--- src/hw/spimsp_pkg.sv ---
// Package with register indices, field positions and reset values of the serial port.
// ****************************************************************************
// Contract
// Master clock is peripheral clock over 4..128.
// External master clock at most quarter system clock.
// Master fault sets flag, clears enable and master.
// Fault flag clears by status read, control write.
// Slave select rising after low flags fault.
// Slave byte starts at select fall, ends idle.
// Deselected slave floats output, clears counter, ignores clock.
// Select disable: slave always selected, no fault.
// Select disable: master never sees mode fault.
// Clearing select disable keeps fault flag.
// Software avoids select disable with phase zero.
// Overrun keeps old byte, discards new one.
// Status read clears overrun flag.
// Done flag set, cleared by status-data sequence.
// Done requests transmit interrupt when empty-enable clear.
// Empty flag requests interrupt when empty-enable set.
// Software drops empty-enable before last reception.
// Polarity bit sets serial clock idle level.
// Phase bit picks sampling edge.
// Fault flag interrupts only when enabled.
// ****************************************************************************
package spimsp_pkg;
    // Register word indices; the byte address on the bus is four times the index.
    localparam logic [7:0] IDX_CONTROL   = 8'hd4;
    localparam logic [7:0] IDX_STATUS    = 8'hd5;
    localparam logic [7:0] IDX_DATA      = 8'hd6;
    // Control register fields.
    localparam int         CTL_RATE_HI   = 7;
    localparam int         CTL_ENABLE    = 6;
    localparam int         CTL_SEL_DIS   = 5;
    localparam int         CTL_MASTER    = 4;
    localparam int         CTL_CLOCK_IDLE_POLARITY      = 3;
    localparam int         CTL_CLOCK_SAMPLE_PHASE      = 2;
    localparam int         CTL_RATE_MID  = 1;
    localparam int         CTL_RATE_LO   = 0;
    localparam logic [7:0] CONTROL_RESET = 8'h14;
    // Status and control register fields.
    localparam int         STA_DONE      = 7;
    localparam int         STA_OVERRUN   = 5;
    localparam int         STA_FAULT     = 4;
    localparam int         STA_TX_EMPTY  = 3;
    localparam int         STA_UART_MODE = 2;
    localparam int         STA_TXE_IE    = 1;
    localparam int         STA_FAULT_IE  = 0;
    localparam logic [7:0] STATUS_RESET  = 8'h08;
    // Bits per transfer.
    localparam logic [3:0] BITS_PER_BYTE = 4'h8;
endpackage

--- src/hw/spimsp_baud.sv ---
// Baud generator giving one enable pulse per serial clock half period.
`timescale 1ns/1ps
module spimsp_baud (
    // Clock and reset.
    input  wire logic       clk,
    input  wire logic       rst,
    // Rate selection and run control.
    input  wire logic [2:0] rate,
    input  wire logic       run,
    // Half period enable pulse.
    output logic            tick
);
    logic [6:0] cnt;
    logic [6:0] half;
    logic       valid;

    // Divisor 4 << (rate-1) gives a half period of 2 << (rate-1); 000 and 111 have no clock.
    assign valid = (rate != 3'h0) && (rate != 3'h7);
    assign half  = 7'h02 << (rate - 3'h1);

    // The counter restarts while idle so the first half period is always full length.
    always_ff @(posedge clk or posedge rst) begin
        if (rst) begin
            cnt  <= 7'h00;
            tick <= 1'b0;
        end else if (!run || !valid) begin
            cnt  <= 7'h00;
            tick <= 1'b0;
        end else if (cnt == half - 7'h01) begin
            cnt  <= 7'h00;
            tick <= 1'b1;
        end else begin
            cnt  <= cnt + 7'h01;
            tick <= 1'b0;
        end
    end
endmodule

--- src/hw/spimsp_sync.sv ---
// Two flip-flop synchroniser for a group of pin inputs.
`timescale 1ns/1ps
module spimsp_sync #(
    parameter int W = 4
) (
    // Clock and reset.
    input  wire logic         clk,
    input  wire logic         rst,
    // Asynchronous levels in, synchronous levels out.
    input  wire logic [W-1:0] async_in,
    output logic      [W-1:0] sync_out
);
    logic [W-1:0] stage1;

    // The first stage feeds only the second stage to keep metastability contained.
    always_ff @(posedge clk or posedge rst) begin
        if (rst) begin
            stage1   <= '0;
            sync_out <= '0;
        end else begin
            stage1   <= async_in;
            sync_out <= stage1;
        end
    end
endmodule

--- src/hw/spimsp_top.sv ---
// Serial peripheral port working as master or slave, with a classic Wishbone register slave.
//
// Added by the designer: the Wishbone slave port.
`timescale 1ns/1ps
module spimsp_top (
    // Clock and reset.
    input  wire logic        CLK,
    input  wire logic        RESET,
    // Wishbone slave.
    input  wire logic        CYC_I,
    input  wire logic        STB_I,
    input  wire logic        WE_I,
    input  wire logic [9:0]  ADR_I,
    input  wire logic [3:0]  SEL_I,
    input  wire logic [31:0] DAT_I,
    output logic      [31:0] DAT_O,
    output logic             ACK_O,
    // Serial clock pin.
    input  wire logic        SCK_I,
    output logic             SCK_O,
    output logic             SCK_OE_N,
    // Master out, slave in pin.
    input  wire logic        MOSI_I,
    output logic             MOSI_O,
    output logic             MOSI_OE_N,
    // Master in, slave out pin.
    input  wire logic        MISO_I,
    output logic             MISO_O,
    output logic             MISO_OE_N,
    // Slave select pin, input only.
    input  wire logic        SS_N_I,
    // Interrupt requests.
    output logic             IRQ_TX,
    output logic             IRQ_FAULT
);
    // Registers, decoded control fields, pin levels and internal strobes.
    logic [7:0] control_reg, rx_data, tx_buf, shifter, done_byte, status_val, next_dat;
    logic [3:0] bit_cnt, pins_s;
    logic [2:0] rate;
    logic       mode_fault_flag, overrun_flag, transfer_done_flag, fault_arm, done_arm;
    logic       uart_style_mode_bit, tx_empty_int_enable, fault_int_enable, tx_full;
    logic       interface_enable_bit, select_pin_disable, master_select_bit;
    logic       clock_idle_polarity, clock_sample_phase, rx_bit, m_busy, sck_q, tick;
    logic       sck_s, mosi_s, miso_s, ss_n_s, sck_prev, ss_prev, selected, lead, trail;
    logic       din, sample_e, shift_e, done, load, in_prog, fault_m, fault_s;
    logic       ack, acc, rd_status, wr_control, data_acc;

    // Word index decode shared by the read mux and the access strobes.
    function automatic logic hit(input logic [9:0] adr, input logic [7:0] idx);
        hit = (adr[9:2] == idx);
    endfunction

    // ************************************************************************
    // Control fields and pins
    // ************************************************************************
    assign interface_enable_bit = control_reg[spimsp_pkg::CTL_ENABLE];
    assign select_pin_disable   = control_reg[spimsp_pkg::CTL_SEL_DIS];
    assign master_select_bit    = control_reg[spimsp_pkg::CTL_MASTER];
    assign clock_idle_polarity  = control_reg[spimsp_pkg::CTL_CLOCK_IDLE_POLARITY];
    assign clock_sample_phase   = control_reg[spimsp_pkg::CTL_CLOCK_SAMPLE_PHASE];
    assign rate = {control_reg[spimsp_pkg::CTL_RATE_HI],
                   control_reg[spimsp_pkg::CTL_RATE_MID],
                   control_reg[spimsp_pkg::CTL_RATE_LO]};

    // Every pin input crosses into the clock domain through two flops.
    spimsp_sync #(.W(4)) u_sync (
        .clk      (CLK),
        .rst      (RESET),
        .async_in ({SCK_I, MOSI_I, MISO_I, SS_N_I}),
        .sync_out (pins_s)
    );
    assign {sck_s, mosi_s, miso_s, ss_n_s} = pins_s;

    // Select pin disable forces the slave to consider itself selected.
    assign selected = select_pin_disable || !ss_n_s;

    // Master half period enable; stops while no master transfer runs.
    spimsp_baud u_baud (
        .clk  (CLK),
        .rst  (RESET),
        .rate (rate),
        .run  (m_busy),
        .tick (tick)
    );

    // Pin drivers; the enables are low while this port drives a pin.
    assign SCK_O     = sck_q;
    assign MOSI_O    = shifter[7];
    assign MISO_O    = shifter[7];
    assign SCK_OE_N  = !(interface_enable_bit && master_select_bit);
    assign MOSI_OE_N = !(interface_enable_bit && master_select_bit);
    assign MISO_OE_N = !(interface_enable_bit && !master_select_bit && selected);

    // ************************************************************************
    // Clock edges and the bit engine
    // ************************************************************************
    // A master leaves idle when its clock equals the idle level; a slave sees the
    // edges on the synchronised clock, which is why the link must run at most at
    // a quarter of the system clock.
    always_comb begin
        if (master_select_bit) begin
            lead  = m_busy && tick && (sck_q == clock_idle_polarity);
            trail = m_busy && tick && (sck_q != clock_idle_polarity);
            din   = miso_s;
        end else begin
            lead  = interface_enable_bit && selected && (sck_s != sck_prev)
                    && (sck_prev == clock_idle_polarity);
            trail = interface_enable_bit && selected && (sck_s != sck_prev)
                    && (sck_prev != clock_idle_polarity);
            din   = mosi_s;
        end
    end

    // Phase clear samples on the edge leaving idle, phase set on the edge returning.
    assign sample_e  = clock_sample_phase ? trail : lead;
    assign shift_e   = clock_sample_phase ? lead : trail;
    // The byte ends on the edge back to idle that samples the eighth bit under phase set, or follows it under phase clear.
    assign done      = trail && (bit_cnt == (clock_sample_phase ?
                       spimsp_pkg::BITS_PER_BYTE - 4'h1 : spimsp_pkg::BITS_PER_BYTE));
    assign done_byte = {shifter[6:0], clock_sample_phase ? din : rx_bit};
    assign load      = tx_full && !m_busy && (bit_cnt == 4'h0) && !lead && !trail;
    assign in_prog   = m_busy || (!master_select_bit && selected && bit_cnt != 4'h0);

    // Previous levels for the edge detectors, taken from the second sync stage.
    always_ff @(posedge CLK or posedge RESET) begin
        if (RESET) begin
            sck_prev <= 1'b0;
            ss_prev  <= 1'b1;
        end else begin
            sck_prev <= sck_s;
            ss_prev  <= ss_n_s;
        end
    end

    // Bit counter, cleared on deselect so a broken transfer restarts from scratch.
    always_ff @(posedge CLK or posedge RESET) begin
        if (RESET) begin
            bit_cnt <= 4'h0;
        end else if (!interface_enable_bit || fault_m || done) begin
            bit_cnt <= 4'h0;
        end else if (!master_select_bit && !selected) begin
            bit_cnt <= 4'h0;
        end else if (sample_e) begin
            bit_cnt <= bit_cnt + 4'h1;
        end
    end

    // Sampled bit and shift register; the first shift edge under phase set only
    // presents the first bit, so nothing is shifted before a sample exists.
    always_ff @(posedge CLK or posedge RESET) begin
        if (RESET) begin
            rx_bit  <= 1'b0;
            shifter <= 8'h00;
        end else begin
            if (sample_e) begin
                rx_bit <= din;
            end
            if (load) begin
                shifter <= tx_buf;
            end else if (shift_e && bit_cnt != 4'h0 && bit_cnt != spimsp_pkg::BITS_PER_BYTE) begin
                shifter <= {shifter[6:0], rx_bit};
            end
        end
    end

    // Master transfer state and generated clock, parked at the idle level.
    always_ff @(posedge CLK or posedge RESET) begin
        if (RESET) begin
            m_busy <= 1'b0;
            sck_q  <= 1'b0;
        end else begin
            if (fault_m || done || !interface_enable_bit || !master_select_bit) begin
                m_busy <= 1'b0;
            end else if (load) begin
                m_busy <= 1'b1;
            end
            if (!m_busy) begin
                sck_q <= clock_idle_polarity;
            end else if (tick) begin
                sck_q <= !sck_q;
            end
        end
    end

    // ************************************************************************
    // Buffers and mode fault
    // ************************************************************************
    // A data write refills the buffer even in the cycle the old byte is loaded.
    always_ff @(posedge CLK or posedge RESET) begin
        if (RESET) begin
            tx_buf  <= 8'h00;
            tx_full <= 1'b0;
        end else if (acc && WE_I && SEL_I[0] && hit(ADR_I, spimsp_pkg::IDX_DATA)) begin
            tx_buf  <= DAT_I[7:0];
            tx_full <= 1'b1;
        end else if (load) begin
            tx_full <= 1'b0;
        end
    end

    // An unread byte is never overwritten; the newer one is dropped instead.
    always_ff @(posedge CLK or posedge RESET) begin
        if (RESET) begin
            rx_data <= 8'h00;
        end else if (done && !transfer_done_flag) begin
            rx_data <= done_byte;
        end
    end

    // A master with an active select input risks a second master on the bus.
    assign fault_m = interface_enable_bit && master_select_bit && !select_pin_disable
                     && !ss_n_s;
    // A slave faults on any deselect, whether or not clocks arrived.
    assign fault_s = interface_enable_bit && !master_select_bit && !select_pin_disable
                     && ss_n_s && !ss_prev;

    // Set wins over the status-read then control-write clearing sequence.
    always_ff @(posedge CLK or posedge RESET) begin
        if (RESET) begin
            mode_fault_flag <= 1'b0;
            fault_arm       <= 1'b0;
        end else begin
            if (fault_m || fault_s) begin
                mode_fault_flag <= 1'b1;
            end else if (wr_control && fault_arm) begin
                mode_fault_flag <= 1'b0;
            end
            if (rd_status && mode_fault_flag) begin
                fault_arm <= 1'b1;
            end else if (wr_control) begin
                fault_arm <= 1'b0;
            end
        end
    end

    // ************************************************************************
    // Register bus
    // ************************************************************************
    // Access takes effect on the edge where the master sees ack high.
    assign acc        = CYC_I && STB_I && ack;
    assign rd_status  = acc && !WE_I && hit(ADR_I, spimsp_pkg::IDX_STATUS);
    assign wr_control = acc && WE_I && SEL_I[0] && hit(ADR_I, spimsp_pkg::IDX_CONTROL);
    assign data_acc   = acc && hit(ADR_I, spimsp_pkg::IDX_DATA);
    assign ACK_O      = ack;

    // Done reads as clear while a byte is on the wire.
    assign status_val = {transfer_done_flag && !in_prog, 1'b0, overrun_flag,
                         mode_fault_flag, !tx_full, uart_style_mode_bit,
                         tx_empty_int_enable, fault_int_enable};

    // Read mux; unmapped words read as zero and are still acknowledged.
    always_comb begin
        next_dat = 8'h00;
        if (hit(ADR_I, spimsp_pkg::IDX_CONTROL)) begin
            next_dat = control_reg;
        end else if (hit(ADR_I, spimsp_pkg::IDX_STATUS)) begin
            next_dat = status_val;
        end else if (hit(ADR_I, spimsp_pkg::IDX_DATA)) begin
            next_dat = rx_data;
        end
    end

    // One wait state: ack follows the request by one cycle and drops after one.
    always_ff @(posedge CLK or posedge RESET) begin
        if (RESET) begin
            ack   <= 1'b0;
            DAT_O <= 32'h0000_0000;
        end else begin
            ack <= CYC_I && STB_I && !ack;
            if (CYC_I && STB_I && !ack) begin
                DAT_O <= {24'h00_0000, next_dat};
            end
        end
    end

    // Control register; a master fault beats a software write in the same cycle.
    always_ff @(posedge CLK or posedge RESET) begin
        if (RESET) begin
            control_reg <= spimsp_pkg::CONTROL_RESET;
        end else begin
            if (wr_control) begin
                control_reg <= DAT_I[7:0];
            end
            if (fault_m) begin
                control_reg[spimsp_pkg::CTL_ENABLE] <= 1'b0;
                control_reg[spimsp_pkg::CTL_MASTER] <= 1'b0;
            end
        end
    end

    // Writable status bits: mode bit and the two interrupt enables.
    always_ff @(posedge CLK or posedge RESET) begin
        if (RESET) begin
            uart_style_mode_bit <= spimsp_pkg::STATUS_RESET[spimsp_pkg::STA_UART_MODE];
            tx_empty_int_enable <= spimsp_pkg::STATUS_RESET[spimsp_pkg::STA_TXE_IE];
            fault_int_enable    <= spimsp_pkg::STATUS_RESET[spimsp_pkg::STA_FAULT_IE];
        end else if (acc && WE_I && SEL_I[0] && hit(ADR_I, spimsp_pkg::IDX_STATUS)) begin
            uart_style_mode_bit <= DAT_I[spimsp_pkg::STA_UART_MODE];
            tx_empty_int_enable <= DAT_I[spimsp_pkg::STA_TXE_IE];
            fault_int_enable    <= DAT_I[spimsp_pkg::STA_FAULT_IE];
        end
    end

    // Done and overrun flags; a completing byte wins over any clear.
    always_ff @(posedge CLK or posedge RESET) begin
        if (RESET) begin
            transfer_done_flag <= 1'b0;
            done_arm           <= 1'b0;
            overrun_flag       <= 1'b0;
        end else begin
            if (done) begin
                transfer_done_flag <= 1'b1;
            end else if (data_acc && done_arm) begin
                transfer_done_flag <= 1'b0;
            end
            if (rd_status && status_val[spimsp_pkg::STA_DONE]) begin
                done_arm <= 1'b1;
            end else if (data_acc) begin
                done_arm <= 1'b0;
            end
            if (done && transfer_done_flag) begin
                overrun_flag <= 1'b1;
            end else if (rd_status) begin
                overrun_flag <= 1'b0;
            end
        end
    end

    // Requests: the empty-enable picks which flag drives the transmit request.
    assign IRQ_TX    = tx_empty_int_enable ? !tx_full : transfer_done_flag;
    assign IRQ_FAULT = mode_fault_flag && fault_int_enable;
endmodule

--- config.mk ---
export PLATFORM = sky130hd
export DESIGN_NAME = spimsp_top
export DESIGN_NICKNAME = d
export VERILOG_FILES = /design/src/hw/spimsp_pkg.sv /design/src/hw/spimsp_baud.sv /design/src/hw/spimsp_sync.sv /design/src/hw/spimsp_top.sv
export SDC_FILE = /design/constraint.sdc
export NUM_CORES = 1
export LEC_CHECK = 0
export BUFFER_PORTS_ARGS = -buffer_cell sky130_fd_sc_hd__buf_2
export CAP_MARGIN = 5
export CELL_PAD_IN_SITES_DETAIL_PLACEMENT = 1
export CELL_PAD_IN_SITES_GLOBAL_PLACEMENT = 2
export CORE_ASPECT_RATIO = 1.2
export CORE_MARGIN = 4
export CORE_UTILIZATION = 33
export CTS_CLUSTER_DIAMETER = 80
export DETAILED_ROUTE_END_ITERATION = 8
export PLACE_DENSITY = 0.82
export SKIP_CTS_REPAIR_TIMING = 1
export SLEW_MARGIN = 20
export SYNTH_ARGS = -nofsm -noshare
export SYNTH_HDL_FRONTEND = slang
export SYNTH_SLANG_ARGS = --single-unit
--- constraint.sdc ---
create_clock -name CLK -period 2.5 [get_ports CLK]
set_input_delay 0.125 -clock CLK [delete_from_list [all_inputs] [get_ports CLK]]
set_output_delay 0.125 -clock CLK [all_outputs]
set_load 0.01 [all_outputs]
==> report_table.html, run 1 <==
<table>
<tr><th>Metric</th><th>Value</th></tr>
<tr><th colspan="2">Die</th></tr>
<tr><td>CORE AREA</td><td>0.01157 sq mm</td></tr>
<tr><td>Top-Level Pins</td><td>96</td></tr>
<tr><td>Die Footprint</td><td>0.01360 sq mm</td></tr>
<tr><td>Chip height</td><td>126.9 um</td></tr>
<tr><td>Initial Util</td><td>33.63%</td></tr>
<tr><td>Die X-Extent</td><td>107.1 um</td></tr>
<tr><td>Number of placement rows</td><td>43</td></tr>
<tr><th colspan="2">Route</th></tr>
<tr><td>Overall via count from detail_route</td><td>2989</td></tr>
<tr><td>Detailed Routing Iterations Pass 1</td><td>4</td></tr>
<tr><td>Initial DRC Count</td><td>78</td></tr>
<tr><td>Detailed-route wire length per cell</td><td>16.23 um</td></tr>
<tr><td>Number of vias per cell</td><td>4.908</td></tr>
<tr><td>Antenna Nets Post-Route</td><td>0</td></tr>
<tr><td>Final WL</td><td>9882 um</td></tr>
<tr><td>Residual DRC count</td><td>0</td></tr>
<tr><th colspan="2">Finish</th></tr>
<tr><td>Area growth, synth to finish</td><td>17.14%</td></tr>
<tr><td>Fin util</td><td>39.39%</td></tr>
<tr><td>Net count, final</td><td>506</td></tr>
<tr><td>Non-filler cells in the finished layout</td><td>609</td></tr>
<tr><td>Post-Layout Inst Area</td><td>0.004557 sq mm</td></tr>
<tr><td>Fraction of layout instances using a drive strength above 1</td><td>21.90%</td></tr>
<tr><td>Antenna cells</td><td>0</td></tr>
<tr><th colspan="2">Clock tree</th></tr>
<tr><td>Clock Sink Count</td><td>75</td></tr>
<tr><td>Maximum clock insertion buffer count</td><td>2</td></tr>
<tr><td>Clock slew at the register clock pins of the worst setup and hold paths</td><td>0.06 ns</td></tr>
<tr><td>Clock Tree Root</td><td>clkbuf_16</td></tr>
<tr><td>Cts bufs inserted</td><td>9</td></tr>
<tr><td>TritonCTS clock tree</td><td>yes</td></tr>
<tr><td>Number of levels the H-tree was split into</td><td>3</td></tr>
<tr><td>Clock latency at the later pin of the worst-skew pair</td><td>0.33 ns</td></tr>
<tr><th colspan="2">Setup path</th></tr>
<tr><td>Start point of the critical path</td><td>control_reg[0]</td></tr>
<tr><td>Worst-path maximum fanout</td><td>8</td></tr>
<tr><td>Startpoint type of the worst setup path</td><td>flip-flop</td></tr>
<tr><td>Data arrival, critical path</td><td>2.59 ns</td></tr>
<tr><td>Path type of the worst setup path</td><td>flip-flop to flip-flop</td></tr>
<tr><td>Launch point of the worst reg-to-reg path</td><td>control_reg[0]</td></tr>
<tr><td>Required time reported for the critical path endpoint</td><td>2.76 ns</td></tr>
<tr><td>Worst Setup End Kind</td><td>flip-flop</td></tr>
<tr><th colspan="2">Logic synthesis</th></tr>
<tr><td>Synth unique cells</td><td>54</td></tr>
<tr><td>Sequential area share after synthesis</td><td>48.34%</td></tr>
<tr><td>Post-synthesis cell type with the largest combined area</td><td>dfrtp_1</td></tr>
<tr><td>Leading cell types by total area after synthesis</td><td>dfrtp_1 (46%), mux2_2 (6.1%), buf_4 (5.0%)</td></tr>
<tr><td>Synthesized instance count</td><td>398</td></tr>
<tr><td>Combinational family with the most area after synthesis</td><td>simple AND/OR/NAND/NOR gates</td></tr>
<tr><td>Post-synthesis share of cell area spent on xor and xnor gates</td><td>3.152%</td></tr>
<tr><td>Number of synthesis warnings</td><td>0</td></tr>
<tr><td>Number of flip-flops and latches in the synthesized netlist</td><td>75</td></tr>
<tr><td>Synth Area in Compound Gates</td><td>9.553%</td></tr>
<tr><td>Synth async-reset ratio</td><td>100.0%</td></tr>
<tr><td>Cell with the most instances after synthesis</td><td>dfrtp_1</td></tr>
<tr><td>Portion of synthesized cell area occupied by the leading cell type</td><td>46.32%</td></tr>
<tr><td>Post-synth top flop</td><td>dfrtp_1</td></tr>
<tr><td>Fraction of synthesized area in multiplexers</td><td>8.942%</td></tr>
<tr><td>Adder and majority gate portion of the synthesized area</td><td>1.287%</td></tr>
<tr><td>Share of synthesized cell area in and, or, nand and nor gates</td><td>20.62%</td></tr>
<tr><td>Syn Area/Cell</td><td>9.774 sq um</td></tr>
<tr><td>Count of flip-flops with a built-in enable after synthesis</td><td>0</td></tr>
<tr><td>Top post-synthesis cells by count</td><td>dfrtp_1 (72), nand2_1 (47), buf_4 (26), o21ai_0 (25), nor2_1 (22)</td></tr>
<tr><td>Cell area after synthesis</td><td>0.003890 sq mm</td></tr>
<tr><th colspan="2">Timing</th></tr>
<tr><td>Clock Skew</td><td>0.007058 ns</td></tr>
<tr><td>Count of pins over their slew limit</td><td>0</td></tr>
<tr><td>Worst-margin pin slew</td><td>0.7092 ns</td></tr>
<tr><td>Final critical-path setup slack</td><td>0.1702 ns</td></tr>
<tr><td>Fmax</td><td>429.2 MHz</td></tr>
<tr><td>Worst slew margin</td><td>52.36%</td></tr>
<tr><td>Setup repair after global routing missed its margin</td><td>false</td></tr>
<tr><td>Final worst path period need</td><td>2.330 ns</td></tr>
<tr><td>Part of the cycle the worst path needs</td><td>93.19%</td></tr>
<tr><td>Final hold slack</td><td>0.02492 ns</td></tr>
<tr><td>Final total negative setup slack</td><td>0 ns</td></tr>
<tr><td>Number of endpoints with negative hold slack in the final report</td><td>0</td></tr>
<tr><td>Final-report setup violation count</td><td>0</td></tr>
<tr><th colspan="2">Power and ir drop</th></tr>
<tr><td>Power per standard cell area</td><td>593.2 mW/mm^2</td></tr>
<tr><td>Overall power of the completed layout</td><td>2.703 mW</td></tr>
<tr><td>Leakage power of the design</td><td>2.183 nW</td></tr>
<tr><td>Max VDD drop</td><td>0.2542 mV</td></tr>
<tr><th colspan="2">Min path</th></tr>
<tr><td>Class of the tightest hold or removal check</td><td>input port to flip-flop</td></tr>
<tr><td>Hold path start</td><td>DAT_I[5]</td></tr>
<tr><th colspan="2">Global route</th></tr>
<tr><td>Antenna violations before repair</td><td>0</td></tr>
<tr><td>Gr usage total</td><td>15.42%</td></tr>
<tr><td>Largest net degree at the start of global routing</td><td>53</td></tr>
<tr><td>Number of global-route vias before repair</td><td>3174</td></tr>
<tr><td>Wire length of the first global-routing pass</td><td>16340 um</td></tr>
<tr><td>Gr ovfl total</td><td>0</td></tr>
<tr><th colspan="2">Place</th></tr>
<tr><td># placed instances</td><td>588</td></tr>
<tr><td>Placed wire-length estimate after detailed placement</td><td>7444 um</td></tr>
<tr><td>Number of port buffers</td><td>42</td></tr>
<tr><td>Placer Congestion</td><td>0.7986</td></tr>
<tr><td>Placed cell areas</td><td>0.004208 sq mm</td></tr>
<tr><td>Pre-CTS setup slack</td><td>0.1260 ns</td></tr>
<tr><th colspan="2">Outcome</th></tr>
<tr><td>Result of the run</td><td>complete, no violations</td></tr>
<tr><th colspan="2">Flow run</th></tr>
<tr><td>MaxCap Viol Count</td><td>0</td></tr>
</table>
final timing paths:
| check | to | slack (ns) | cells after the start |
|---|---|---|---|
| min reg2reg | u_sync.sync_out[3] | 0.35 | 0 |
| max | u_baud.tick | 0.17 | 8 |
| min | control_reg[5] | 0.02 | 3 |
| max in group asynchronous | control_reg[2] | 1.40 | 4 |
| max reg2reg | u_baud.tick | 0.17 | 8 |
| min in group asynchronous | DAT_O[2] | 0.39 | 3 |
cell families (layout without fill, tap and decap cells):
logic type                 Yosys count  in the layout
DFF                                 75             75
buffers and inverters               55             86
and+or+nand+nor                    153            153
xor gates and xnor gates            14             14
adders and majority gates            4              4
other                                1             24
AOI/OAI and AO/OA                   64             64
muxes                               32             32
report_power, final:
part | internal [mW] | switching (mW) | total [mW] | leakage, nW
combinational | 0.0572 | 0.0975 | 0.155 | 1.06
sequential | 1.24 | 0.0189 | 1.26 | 0.981
clock | 0.799 | 0.491 | 1.29 | 0.139
placed cells by master, fill, tap and decap left out, drive strengths merged, types with 6 or more instances in the layout:
cell type,synthesis,routed
dfrtp,72,72
nand2b,13,13
mux2i,10,10
xnor2,8,8
inv,13,13
buf,29,52
nor2,23,23
o21ai,26,26
clkbuf,13,12
xor2,6,6
nand2,47,47
and3,7,7
a21oi,20,20
conb,1,24
nand3,17,17
mux2,22,22
nor3,6,6
nand4,10,10
critical path, cell delays in order (launching register included):
cell	delay (ns)
dfrtp_1	0.43
nor2b_2	0.23
nand2b_1	0.12
ha_1	0.31
xor2_1	0.21
or2_2	0.28
o221ai_1	0.17
o211a_1	0.31
and3_1	0.19
layer usage:
layer / global-route usage [%] / wire, um / vias up
met5: 0 / 0 / -
met4: 6.471 / 128 / 0
met3: 3.104 / 448 / 7
met2: 27.37 / 5204 / 60
met1: 17.94 / 4101 / 1482
li1: - / - / 1440
area by class of cell:
cell class / instances / area (sq um)
clock buffers: 12 / 246.5
flip-flops and latches: 75 / 1881
fillers: 1329 / 7010
clock inverters: 4 / 50.05
well taps: 157 / 196.4
inverters: 13 / 48.80
multi-input cells: 291 / 1787
repair buffers: 57 / 347.8
No activity file was read; power rests on OpenSTA's default activity.
==> run 2, diff against run 1 <==
Settings changed: CTS_BUF_LIST from default to sky130_fd_sc_hd__clkbuf_4 sky130_fd_sc_hd__clkbuf_8 sky130_fd_sc_hd__clkbuf_16.
==> run 2 against run 1 <==
Global-route usage is essentially flat. Die area did not move. Clock skew is essentially flat. Setup slack improved by 0.0072 ns. Final area up 0.16%. Final cell count stayed put. Critical path type unchanged. Largest power group unchanged.
==> report_table.html, run 2 (same netlist as run 1, synthesis figures left out) <==
<table>
<tr><th>Metric</th><th>Value</th></tr>
<tr><th colspan="2">Route</th></tr>
<tr><td>Overall via count from detail_route</td><td>2989 (unchanged)</td></tr>
<tr><td>Detailed-route wire length per cell</td><td>16.22 um (about the same)</td></tr>
<tr><td>Detailed Routing Iterations Pass 1</td><td>4 (unchanged)</td></tr>
<tr><td>Antenna Nets Post-Route</td><td>0 (unchanged)</td></tr>
<tr><td>Initial DRC Count</td><td>81 (+3.8%)</td></tr>
<tr><td>Residual DRC count</td><td>0 (unchanged)</td></tr>
<tr><td>Number of vias per cell</td><td>4.908 (unchanged)</td></tr>
<tr><td>Final WL</td><td>9881 um (about the same)</td></tr>
<tr><th colspan="2">Timing</th></tr>
<tr><td>Count of pins over their slew limit</td><td>0 (unchanged)</td></tr>
<tr><td>Worst slew margin</td><td>50.26% (-2.1 points)</td></tr>
<tr><td>Final total negative setup slack</td><td>0 ns (unchanged)</td></tr>
<tr><td>Final worst path period need</td><td>2.323 ns (-0.007172 ns)</td></tr>
<tr><td>Part of the cycle the worst path needs</td><td>92.90% (-0.29 points)</td></tr>
<tr><td>Number of endpoints with negative hold slack in the final report</td><td>0 (unchanged)</td></tr>
<tr><td>Final critical-path setup slack</td><td>0.1774 ns (+0.007172 ns)</td></tr>
<tr><td>Final-report setup violation count</td><td>0 (unchanged)</td></tr>
<tr><td>Setup repair after global routing missed its margin</td><td>false</td></tr>
<tr><td>Fmax</td><td>430.6 MHz (+0.31%)</td></tr>
<tr><td>Worst-margin pin slew</td><td>0.7404 ns (+0.03123 ns)</td></tr>
<tr><td>Clock Skew</td><td>0.006714 ns (-0.0003447 ns)</td></tr>
<tr><td>Final hold slack</td><td>0.02331 ns (-0.001608 ns)</td></tr>
<tr><th colspan="2">Die</th></tr>
<tr><td>Top-Level Pins</td><td>96 (unchanged)</td></tr>
<tr><td>Initial Util</td><td>33.63% (unchanged)</td></tr>
<tr><td>Chip height</td><td>126.9 um (unchanged)</td></tr>
<tr><td>CORE AREA</td><td>0.01157 sq mm (unchanged)</td></tr>
<tr><td>Number of placement rows</td><td>43 (unchanged)</td></tr>
<tr><td>Die Footprint</td><td>0.01360 sq mm (unchanged)</td></tr>
<tr><td>Die X-Extent</td><td>107.1 um (unchanged)</td></tr>
<tr><th colspan="2">Flow run</th></tr>
<tr><td>MaxCap Viol Count</td><td>0 (unchanged)</td></tr>
<tr><th colspan="2">Place</th></tr>
<tr><td># placed instances</td><td>588 (unchanged)</td></tr>
<tr><td>Placer Congestion</td><td>0.7986 (unchanged)</td></tr>
<tr><td>Placed wire-length estimate after detailed placement</td><td>7444 um (unchanged)</td></tr>
<tr><td>Placed cell areas</td><td>0.004208 sq mm (unchanged)</td></tr>
<tr><td>Number of port buffers</td><td>42 (unchanged)</td></tr>
<tr><td>Pre-CTS setup slack</td><td>0.1260 ns (unchanged)</td></tr>
<tr><th colspan="2">Global route</th></tr>
<tr><td>Gr usage total</td><td>15.38% (-0.043 points)</td></tr>
<tr><td>Gr ovfl total</td><td>0 (unchanged)</td></tr>
<tr><td>Number of global-route vias before repair</td><td>3167 (-0.22%)</td></tr>
<tr><td>Largest net degree at the start of global routing</td><td>53 (unchanged)</td></tr>
<tr><td>Antenna violations before repair</td><td>0 (unchanged)</td></tr>
<tr><td>Wire length of the first global-routing pass</td><td>16300 um (-0.26%)</td></tr>
<tr><th colspan="2">Power and ir drop</th></tr>
<tr><td>Internal Dissipation</td><td>2.117 mW (+1.0%)</td></tr>
<tr><td>Sequential share of power</td><td>46.1% (-0.4 points)</td></tr>
<tr><td>Power per standard cell area</td><td>597.7 mW/mm^2 (+0.76%)</td></tr>
<tr><td>Portion of total power attributed to the clock network</td><td>48.2% (+0.5 points)</td></tr>
<tr><td>Sw power</td><td>611.3 uW (+0.56%)</td></tr>
<tr><td>Net Sw Frac</td><td>22.41% (-0.082 points)</td></tr>
<tr><td>Combinational share of power</td><td>5.7% (about the same)</td></tr>
<tr><td>Leakage power of the design</td><td>2.190 nW (+0.31%)</td></tr>
<tr><td>Max VDD drop</td><td>0.2608 mV (+2.6%)</td></tr>
<tr><th colspan="2">Setup path</th></tr>
<tr><td>Register-to-Register Setup Slack</td><td>0.18 ns (about the same)</td></tr>
<tr><td>Data arrival, critical path</td><td>2.59 ns (about the same)</td></tr>
<tr><td>Required time reported for the critical path endpoint</td><td>2.77 ns (about the same)</td></tr>
<tr><td>Path type of the worst setup path</td><td>flip-flop to flip-flop</td></tr>
<tr><td>Crit path cell chain</td><td>nor2b_2, nand2b_1, ha_1, xor2_1, or2_2, o221ai_1, o211a_1, and3_1</td></tr>
<tr><td>Start point of the critical path</td><td>control_reg[0]</td></tr>
<tr><td>Worst Setup End Kind</td><td>flip-flop</td></tr>
<tr><td>Worst reg2reg path endpoint</td><td>u_baud.tick</td></tr>
<tr><td>Delay of the slowest cell on the worst path</td><td>0.43 ns (about the same)</td></tr>
<tr><td>Startpoint type of the worst setup path</td><td>flip-flop</td></tr>
<tr><td>Worst-path maximum fanout</td><td>8 (unchanged)</td></tr>
<tr><td>Launch point of the worst reg-to-reg path</td><td>control_reg[0]</td></tr>
<tr><td>Cell count of the worst reg-to-reg path</td><td>8 (unchanged)</td></tr>
<tr><td>Worst setup path end</td><td>u_baud.tick</td></tr>
<tr><td>Slowest stage cell, crit path</td><td>dfrtp_1</td></tr>
<tr><th colspan="2">Finish</th></tr>
<tr><td>Post-Layout Inst Area</td><td>0.004564 sq mm (+0.16%)</td></tr>
<tr><td>Filler Cells Inserted</td><td>1325 (-0.30%)</td></tr>
<tr><td>Non-filler cells in the finished layout</td><td>609 (unchanged)</td></tr>
<tr><td>Area growth, synth to finish</td><td>17.34%</td></tr>
<tr><td>Highest-count cells in the layout ignoring fill and taps</td><td>dfrtp_1 (72), nand2_1 (47), buf_2 (42)</td></tr>
<tr><td>Antenna cells</td><td>0 (unchanged)</td></tr>
<tr><td>Most common cell after layout, fill and taps aside</td><td>dfrtp_1</td></tr>
<tr><td>Net count, final</td><td>506 (unchanged)</td></tr>
<tr><td>Fraction of layout instances using a drive strength above 1</td><td>22.35% (+0.44 points)</td></tr>
<tr><th colspan="2">Clock tree</th></tr>
<tr><td>Clock slew at the register clock pins of the worst setup and hold paths</td><td>0.06 ns (about the same)</td></tr>
<tr><td>Clock latency at the later pin of the worst-skew pair</td><td>0.33 ns (about the same)</td></tr>
<tr><td>Maximum clock insertion buffer count</td><td>2 (unchanged)</td></tr>
<tr><td>Number of levels the H-tree was split into</td><td>3 (unchanged)</td></tr>
<tr><td>TritonCTS clock tree</td><td>yes</td></tr>
<tr><td>Cts bufs inserted</td><td>9 (unchanged)</td></tr>
<tr><td>Clock Tree Root</td><td>clkbuf_16</td></tr>
<tr><td>Clock Sink Count</td><td>75 (unchanged)</td></tr>
<tr><th colspan="2">Outcome</th></tr>
<tr><td>Result of the run</td><td>complete, no violations</td></tr>
<tr><th colspan="2">Min path</th></tr>
<tr><td>Class of the tightest hold or removal check</td><td>input port to flip-flop</td></tr>
</table>
-- run 2: cell counts in the layout (fill, tap and decap cells not counted) --
No cell type changed its count.
-- run 2: critical path, delay by kind of cell (launching register included) --
| kind | cells | cell delay (ns) |
|---|---|---|
| AND/OR/NAND/NOR | 4 | 0.82 |
| AO/OA/AOI/OAI | 2 | 0.48 |
| flip-flops | 1 | 0.43 |
| adder cells (fa/ha/maj) | 1 | 0.31 |
| XOR/XNOR | 1 | 0.21 |
-- run 2: through the flow --
stage / power [mW] / utilization [%]
after floorplan: 1.396 / -
after global placement: 1.426 / 36.38
after detailed placement: 1.431 / 36.38
after CTS: 2.756 / 39.00
after global routing: 2.832 / 39.46
final: 2.728 / 39.46
-- run 2: worst min-delay path by stage --
| stage | from | endpoint | slack (ns) | cells after the start |
|---|---|---|---|---|
| 2_1_floorplan | SS_N_I | u_sync.stage1[0] | 0.16 | 0 |
| 5_1_grt | DAT_I[7] | control_reg[7] | 0.03 | 3 |
| 4_1_cts | RESET | DAT_O[5] | -0.16 | 2 |
| 6_report | DAT_I[5] | control_reg[5] | 0.02 | 3 |
| 3_3_place_gp | RESET | DAT_O[1] | 0.19 | 2 |
| 3_5_place_dp | RESET | DAT_O[2] | 0.20 | 2 |
-- run 2: metal layers --
layer	vias up	routed length, um	track usage [%]	part of all wire [%]
met2	59	5117	27.26	52
met1	1478	4097	17.91	41
met4	0	218	6.471	2.2
met5	-	0	0	0
li1	1438	-	-	-
met3	14	446	3.104	4.5
-- run 2: cell type report --
cell class | instances | area, sq um | area share [%]
clock inverter | 4 | 50.05 | 1.096
inverter | 13 | 48.80 | 1.069
clock buffer | 12 | 254.0 | 5.565
multi-input combinational | 291 | 1787 | 39.14
sequential | 75 | 1881 | 41.20
timing repair buffer | 57 | 347.8 | 7.621
tap | 157 | 196.4 | 4.304
-- run 2: power groups by stage --
stage / clock, mW / combinational, mW / sequential [mW]
final: 1.32 / 0.155 / 1.26
after CTS: 1.35 / 0.152 / 1.26
after global placement: 0 / 0.147 / 1.28
after detailed placement: 0 / 0.150 / 1.28
after global routing: 1.40 / 0.176 / 1.26
after floorplan: 0 / 0.123 / 1.27
==> run 3, diff against run 2 <==
Settings changed: ABC_AREA from default to 1, CORE_UTILIZATION 33 to 31, PLACE_DENSITY 0.82 to 0.81.
==> run 3 against run 2 <==
Sequential power up 5%. Register-to-register slack better by 0.21 ns. Via count grew 8.0%. First-iteration DRC count is 36% higher. Flip-flop and latch count did not move. Final cell count up 14%. Worst hold slack better by 0.016 ns. Critical path depth grew 5. Global-route usage down 0.73 points. Largest cell class unchanged.
==> report_table.html, run 3 <==
<table>
<tr><th>Metric</th><th>Value</th></tr>
<tr><th colspan="2">Power and ir drop</th></tr>
<tr><td>Combinational share of power</td><td>10.7% (+5.0 points)</td></tr>
<tr><td>Internal Dissipation</td><td>2.138 mW (+1.0%)</td></tr>
<tr><td>Power per standard cell area</td><td>632.1 mW/mm^2 (+5.8%)</td></tr>
<tr><td>Sequential share of power</td><td>45.9% (-0.2 points)</td></tr>
<tr><td>Net Sw Frac</td><td>25.66% (+3.3 points)</td></tr>
<tr><td>Portion of total power attributed to the clock network</td><td>43.3% (-4.9 points)</td></tr>
<tr><td>Leakage power of the design</td><td>2.377 nW (+8.6%)</td></tr>
<tr><td>Sw power</td><td>738.3 uW (+21%)</td></tr>
<tr><td>Max VDD drop</td><td>0.3028 mV (+16%)</td></tr>
<tr><th colspan="2">Setup path</th></tr>
<tr><td>CP delay by family, top</td><td>simple AND/OR/NAND/NOR gates</td></tr>
<tr><td>Worst Setup End Kind</td><td>flip-flop</td></tr>
<tr><td>Number of cells on the critical path</td><td>13 (+5)</td></tr>
<tr><td>Crit path cell chain</td><td>inv_1, nand3_1, ha_1, nand2_1, nand2_1, nor2_1, nand2_1, nor2_1, nand2_1, nor2_1, nand3_1, nand2_1, nor2_1</td></tr>
<tr><td>Worst reg2reg path endpoint</td><td>u_baud.cnt[2]</td></tr>
<tr><td>Slowest stage cell, crit path</td><td>dfrtp_1</td></tr>
<tr><td>Required time reported for the critical path endpoint</td><td>2.72 ns (-0.05 ns)</td></tr>
<tr><td>Delay of the slowest cell on the worst path</td><td>0.44 ns (about the same)</td></tr>
<tr><td>Cell count of the worst reg-to-reg path</td><td>13 (+5)</td></tr>
<tr><td>Worst-path maximum fanout</td><td>6 (-2)</td></tr>
<tr><td>Crit path buffers/inverters</td><td>1 (+1)</td></tr>
<tr><td>Launch point of the worst reg-to-reg path</td><td>control_reg[1]</td></tr>
<tr><td>Path type of the worst setup path</td><td>flip-flop to flip-flop</td></tr>
<tr><td>Top cell by count, worst path</td><td>nand2_1</td></tr>
<tr><td>Register-to-Register Setup Slack</td><td>0.39 ns (+0.21 ns)</td></tr>
<tr><td>Data arrival, critical path</td><td>2.34 ns (-0.25 ns)</td></tr>
<tr><td>Startpoint type of the worst setup path</td><td>flip-flop</td></tr>
<tr><th colspan="2">Finish</th></tr>
<tr><td>Non-filler cells in the finished layout</td><td>697 (+14%)</td></tr>
<tr><td>Most common cell after layout, fill and taps aside</td><td>nand2_1</td></tr>
<tr><td>Area growth, synth to finish</td><td>16.38%</td></tr>
<tr><td>Antenna cells</td><td>0 (unchanged)</td></tr>
<tr><td>Net count, final</td><td>590 (+17%)</td></tr>
<tr><td>Fraction of layout instances using a drive strength above 1</td><td>17.91% (-4.4 points)</td></tr>
<tr><td>Highest-count cells in the layout ignoring fill and taps</td><td>nand2_1 (131), dfrtp_1 (72), inv_1 (50)</td></tr>
<tr><th colspan="2">Logic synthesis</th></tr>
<tr><td>Cell with the most instances after synthesis</td><td>nand2_1</td></tr>
<tr><td>Synthesized instance count</td><td>477 (+20%)</td></tr>
<tr><td>Post-synthesis cell type with the largest combined area</td><td>dfrtp_1</td></tr>
<tr><td>Count of flip-flops with a built-in enable after synthesis</td><td>0 (unchanged)</td></tr>
<tr><td>Top post-synthesis cells by count</td><td>nand2_1 (131), dfrtp_1 (72), inv_1 (51), nand3_1 (41), o21ai_0 (36)</td></tr>
<tr><td>Synth unique cells</td><td>40 (-26%)</td></tr>
<tr><td>Portion of synthesized cell area occupied by the leading cell type</td><td>46.08% (-0.24 points)</td></tr>
<tr><td>Synth async-reset ratio</td><td>100.0% (unchanged)</td></tr>
<tr><td>Sequential area share after synthesis</td><td>48.10% (-0.25 points)</td></tr>
<tr><td>Number of flip-flops and latches in the synthesized netlist</td><td>75 (unchanged)</td></tr>
<tr><td>Cell area after synthesis</td><td>0.003910 sq mm (+0.51%)</td></tr>
<tr><td>Syn Area/Cell</td><td>8.197 sq um (-16%)</td></tr>
<tr><td>Leading cell types by total area after synthesis</td><td>dfrtp_1 (46%), nand2_1 (13%), nand3_1 (5.2%)</td></tr>
<tr><td>Number of synthesis warnings</td><td>0 (unchanged)</td></tr>
<tr><td>Post-synth top flop</td><td>dfrtp_1</td></tr>
<tr><th colspan="2">Clock tree</th></tr>
<tr><td>Clock Sink Count</td><td>75 (unchanged)</td></tr>
<tr><td>Clock Tree Root</td><td>clkbuf_16</td></tr>
<tr><td>Maximum clock insertion buffer count</td><td>2 (unchanged)</td></tr>
<tr><td>Cts bufs inserted</td><td>9 (unchanged)</td></tr>
<tr><td>Clock slew at the register clock pins of the worst setup and hold paths</td><td>0.06 ns (about the same)</td></tr>
<tr><td>Number of levels the H-tree was split into</td><td>3 (unchanged)</td></tr>
<tr><td>TritonCTS clock tree</td><td>yes</td></tr>
<tr><td>Clock latency at the later pin of the worst-skew pair</td><td>0.33 ns (about the same)</td></tr>
<tr><th colspan="2">Global route</th></tr>
<tr><td>Wire length of the first global-routing pass</td><td>16890 um (+3.6%)</td></tr>
<tr><td>Gr usage total</td><td>14.65% (-0.73 points)</td></tr>
<tr><td>Gr ovfl total</td><td>0 (unchanged)</td></tr>
<tr><td>Number of global-route vias before repair</td><td>3445 (+8.8%)</td></tr>
<tr><td>Largest net degree at the start of global routing</td><td>55 (+3.8%)</td></tr>
<tr><td>Antenna violations before repair</td><td>0 (unchanged)</td></tr>
<tr><th colspan="2">Timing</th></tr>
<tr><td>Worst-margin pin slew</td><td>0.5039 ns (-0.2365 ns)</td></tr>
<tr><td>Fmax</td><td>472.8 MHz (+9.8%)</td></tr>
<tr><td>Number of endpoints with negative hold slack in the final report</td><td>0 (unchanged)</td></tr>
<tr><td>Count of pins over their slew limit</td><td>0 (unchanged)</td></tr>
<tr><td>Final worst path period need</td><td>2.115 ns (-0.2077 ns)</td></tr>
<tr><td>Worst slew margin</td><td>66.36% (+16 points)</td></tr>
<tr><td>Final total negative setup slack</td><td>0 ns (unchanged)</td></tr>
<tr><td>Part of the cycle the worst path needs</td><td>84.59% (-8.3 points)</td></tr>
<tr><td>Setup repair after global routing missed its margin</td><td>false</td></tr>
<tr><td>Clock Skew</td><td>0.004509 ns (-0.002205 ns)</td></tr>
<tr><td>Final-report setup violation count</td><td>0 (unchanged)</td></tr>
<tr><th colspan="2">Outcome</th></tr>
<tr><td>Result of the run</td><td>complete, no violations</td></tr>
<tr><th colspan="2">Route</th></tr>
<tr><td>Detailed Routing Iterations Pass 1</td><td>4 (unchanged)</td></tr>
<tr><td>Overall via count from detail_route</td><td>3229 (+8.0%)</td></tr>
<tr><td>Final WL</td><td>9963 um (+0.83%)</td></tr>
<tr><td>Initial DRC Count</td><td>110 (+36%)</td></tr>
<tr><td>Detailed-route wire length per cell</td><td>14.29 um (-12%)</td></tr>
<tr><td>Number of vias per cell</td><td>4.633 (-5.6%)</td></tr>
<tr><td>Residual DRC count</td><td>0 (unchanged)</td></tr>
<tr><td>Antenna Nets Post-Route</td><td>0 (unchanged)</td></tr>
<tr><th colspan="2">Die</th></tr>
<tr><td>Die Footprint</td><td>0.01448 sq mm (+6.5%)</td></tr>
<tr><td>Number of placement rows</td><td>44 (+2.3%)</td></tr>
<tr><td>Initial Util</td><td>31.99% (-1.6 points)</td></tr>
<tr><td>Top-Level Pins</td><td>96 (unchanged)</td></tr>
<tr><td>CORE AREA</td><td>0.01222 sq mm (+5.7%)</td></tr>
<tr><td>Chip height</td><td>131.0 um (+3.2%)</td></tr>
<tr><td>Die X-Extent</td><td>110.5 um (+3.2%)</td></tr>
<tr><th colspan="2">Place</th></tr>
<tr><td>Number of port buffers</td><td>42 (unchanged)</td></tr>
<tr><td># placed instances</td><td>676 (+15%)</td></tr>
<tr><td>Placer Congestion</td><td>0.8256 (+3.4%)</td></tr>
<tr><td>Placed wire-length estimate after detailed placement</td><td>7802 um (+4.8%)</td></tr>
<tr><th colspan="2">Min path</th></tr>
<tr><td>Hold path start</td><td>DAT_I[0]</td></tr>
<tr><td>Worst hold path depth</td><td>3 (unchanged)</td></tr>
<tr><td>Worst-case hold path end point</td><td>control_reg[0]</td></tr>
<tr><td>Class of the tightest hold or removal check</td><td>input port to flip-flop</td></tr>
<tr><th colspan="2">Flow run</th></tr>
<tr><td>MaxCap Viol Count</td><td>0 (unchanged)</td></tr>
</table>
## run 3: cell types whose count changed in the layout (fill, tap and decap cells not counted), moves of 9 or more
cell      delta
nand2_1     +84
inv_1       +38
nand3_1     +24
a21oi_1     -18
mux2_2      -18
nand2b_1    -13
nor2_1      +13
o21ai_0     +11
mux2i_1      -9
## run 3: tightest hold or removal path: cells and delay by family
| kind | cells | cell delay [ns] |
|---|---|---|
| AO/OA/AOI/OAI | 1 | 0.06 |
| buffers and inverters | 1 | 0.10 |
| AND/OR/NAND/NOR | 1 | 0.05 |
## run 3: power groups by stage
| stage | combinational, mW | clock, mW | sequential (mW) |
|---|---|---|---|
| after floorplan | 0.206 | 0 | 1.35 |
| after global placement | 0.297 | 0 | 1.34 |
| after detailed placement | 0.308 | 0 | 1.34 |
| after CTS | 0.310 | 1.28 | 1.32 |
| after global routing | 0.353 | 1.33 | 1.33 |
| final | 0.309 | 1.25 | 1.32 |
## run 3: worst max path at each step
stage	startpoint	endpoint	slack, ns
after global routing	control_reg[7]	u_baud.cnt[4]	0.07
final	control_reg[1]	u_baud.cnt[2]	0.39
after detailed placement	control_reg[7]	u_baud.cnt[5]	0.35
after CTS	control_reg[7]	u_baud.cnt[5]	0.35
after floorplan	RESET	ACK_O	0.47
after global placement	control_reg[7]	u_baud.cnt[4]	0.40
## run 3: cell type report
type | count | area [sq um]
sequential | 75 | 1881
clock buffer | 14 | 275.3
inverter | 58 | 217.7
clock inverter | 2 | 10.01
timing repair buffer | 52 | 310.3
tap | 161 | 201.4
multi-input combinational | 335 | 1655
fill | 1512 | 7671
## run 3: cell families (layout without fill, tap and decap cells)
group	Yosys count	count (layout)	synth area share (%)
and+or+nand+nor	238	238	27.52
buffers and inverters	90	126	11.78
DFF	75	75	48.10
AOI/OAI and AO/OA	58	58	8.416
muxes	6	6	1.696
xor gates and xnor gates	5	5	1.120
adders and majority gates	4	4	1.280
other	1	24	0.09591
## run 3: metrics by stage
step	setup WS (ns)	area, sq um	utilization [%]	total power [mW]	hold WS [ns]
4_1_cts	0.3536	4501	36.82	2.914	-0.1743
2_1_floorplan	0.4700	3996	-	1.552	0.1564
3_5_place_dp	0.3544	4215	34.49	1.651	0.1847
3_3_place_gp	0.3982	4215	34.49	1.638	0.1789
6_report	0.3851	4551	37.23	2.877	0.03918
5_1_grt	0.07382	4551	37.23	3.018	0.04161
## run 3: layer usage
layer | up-vias | routed length (um) | GRT usage [%]
met3 | 13 | 255 | 2.165
met2 | 41 | 5248 | 27.11
met4 | 0 | 208 | 7.029
li1 | 1582 | - | -
met1 | 1593 | 4252 | 16.71
met5 | - | 0 | 0
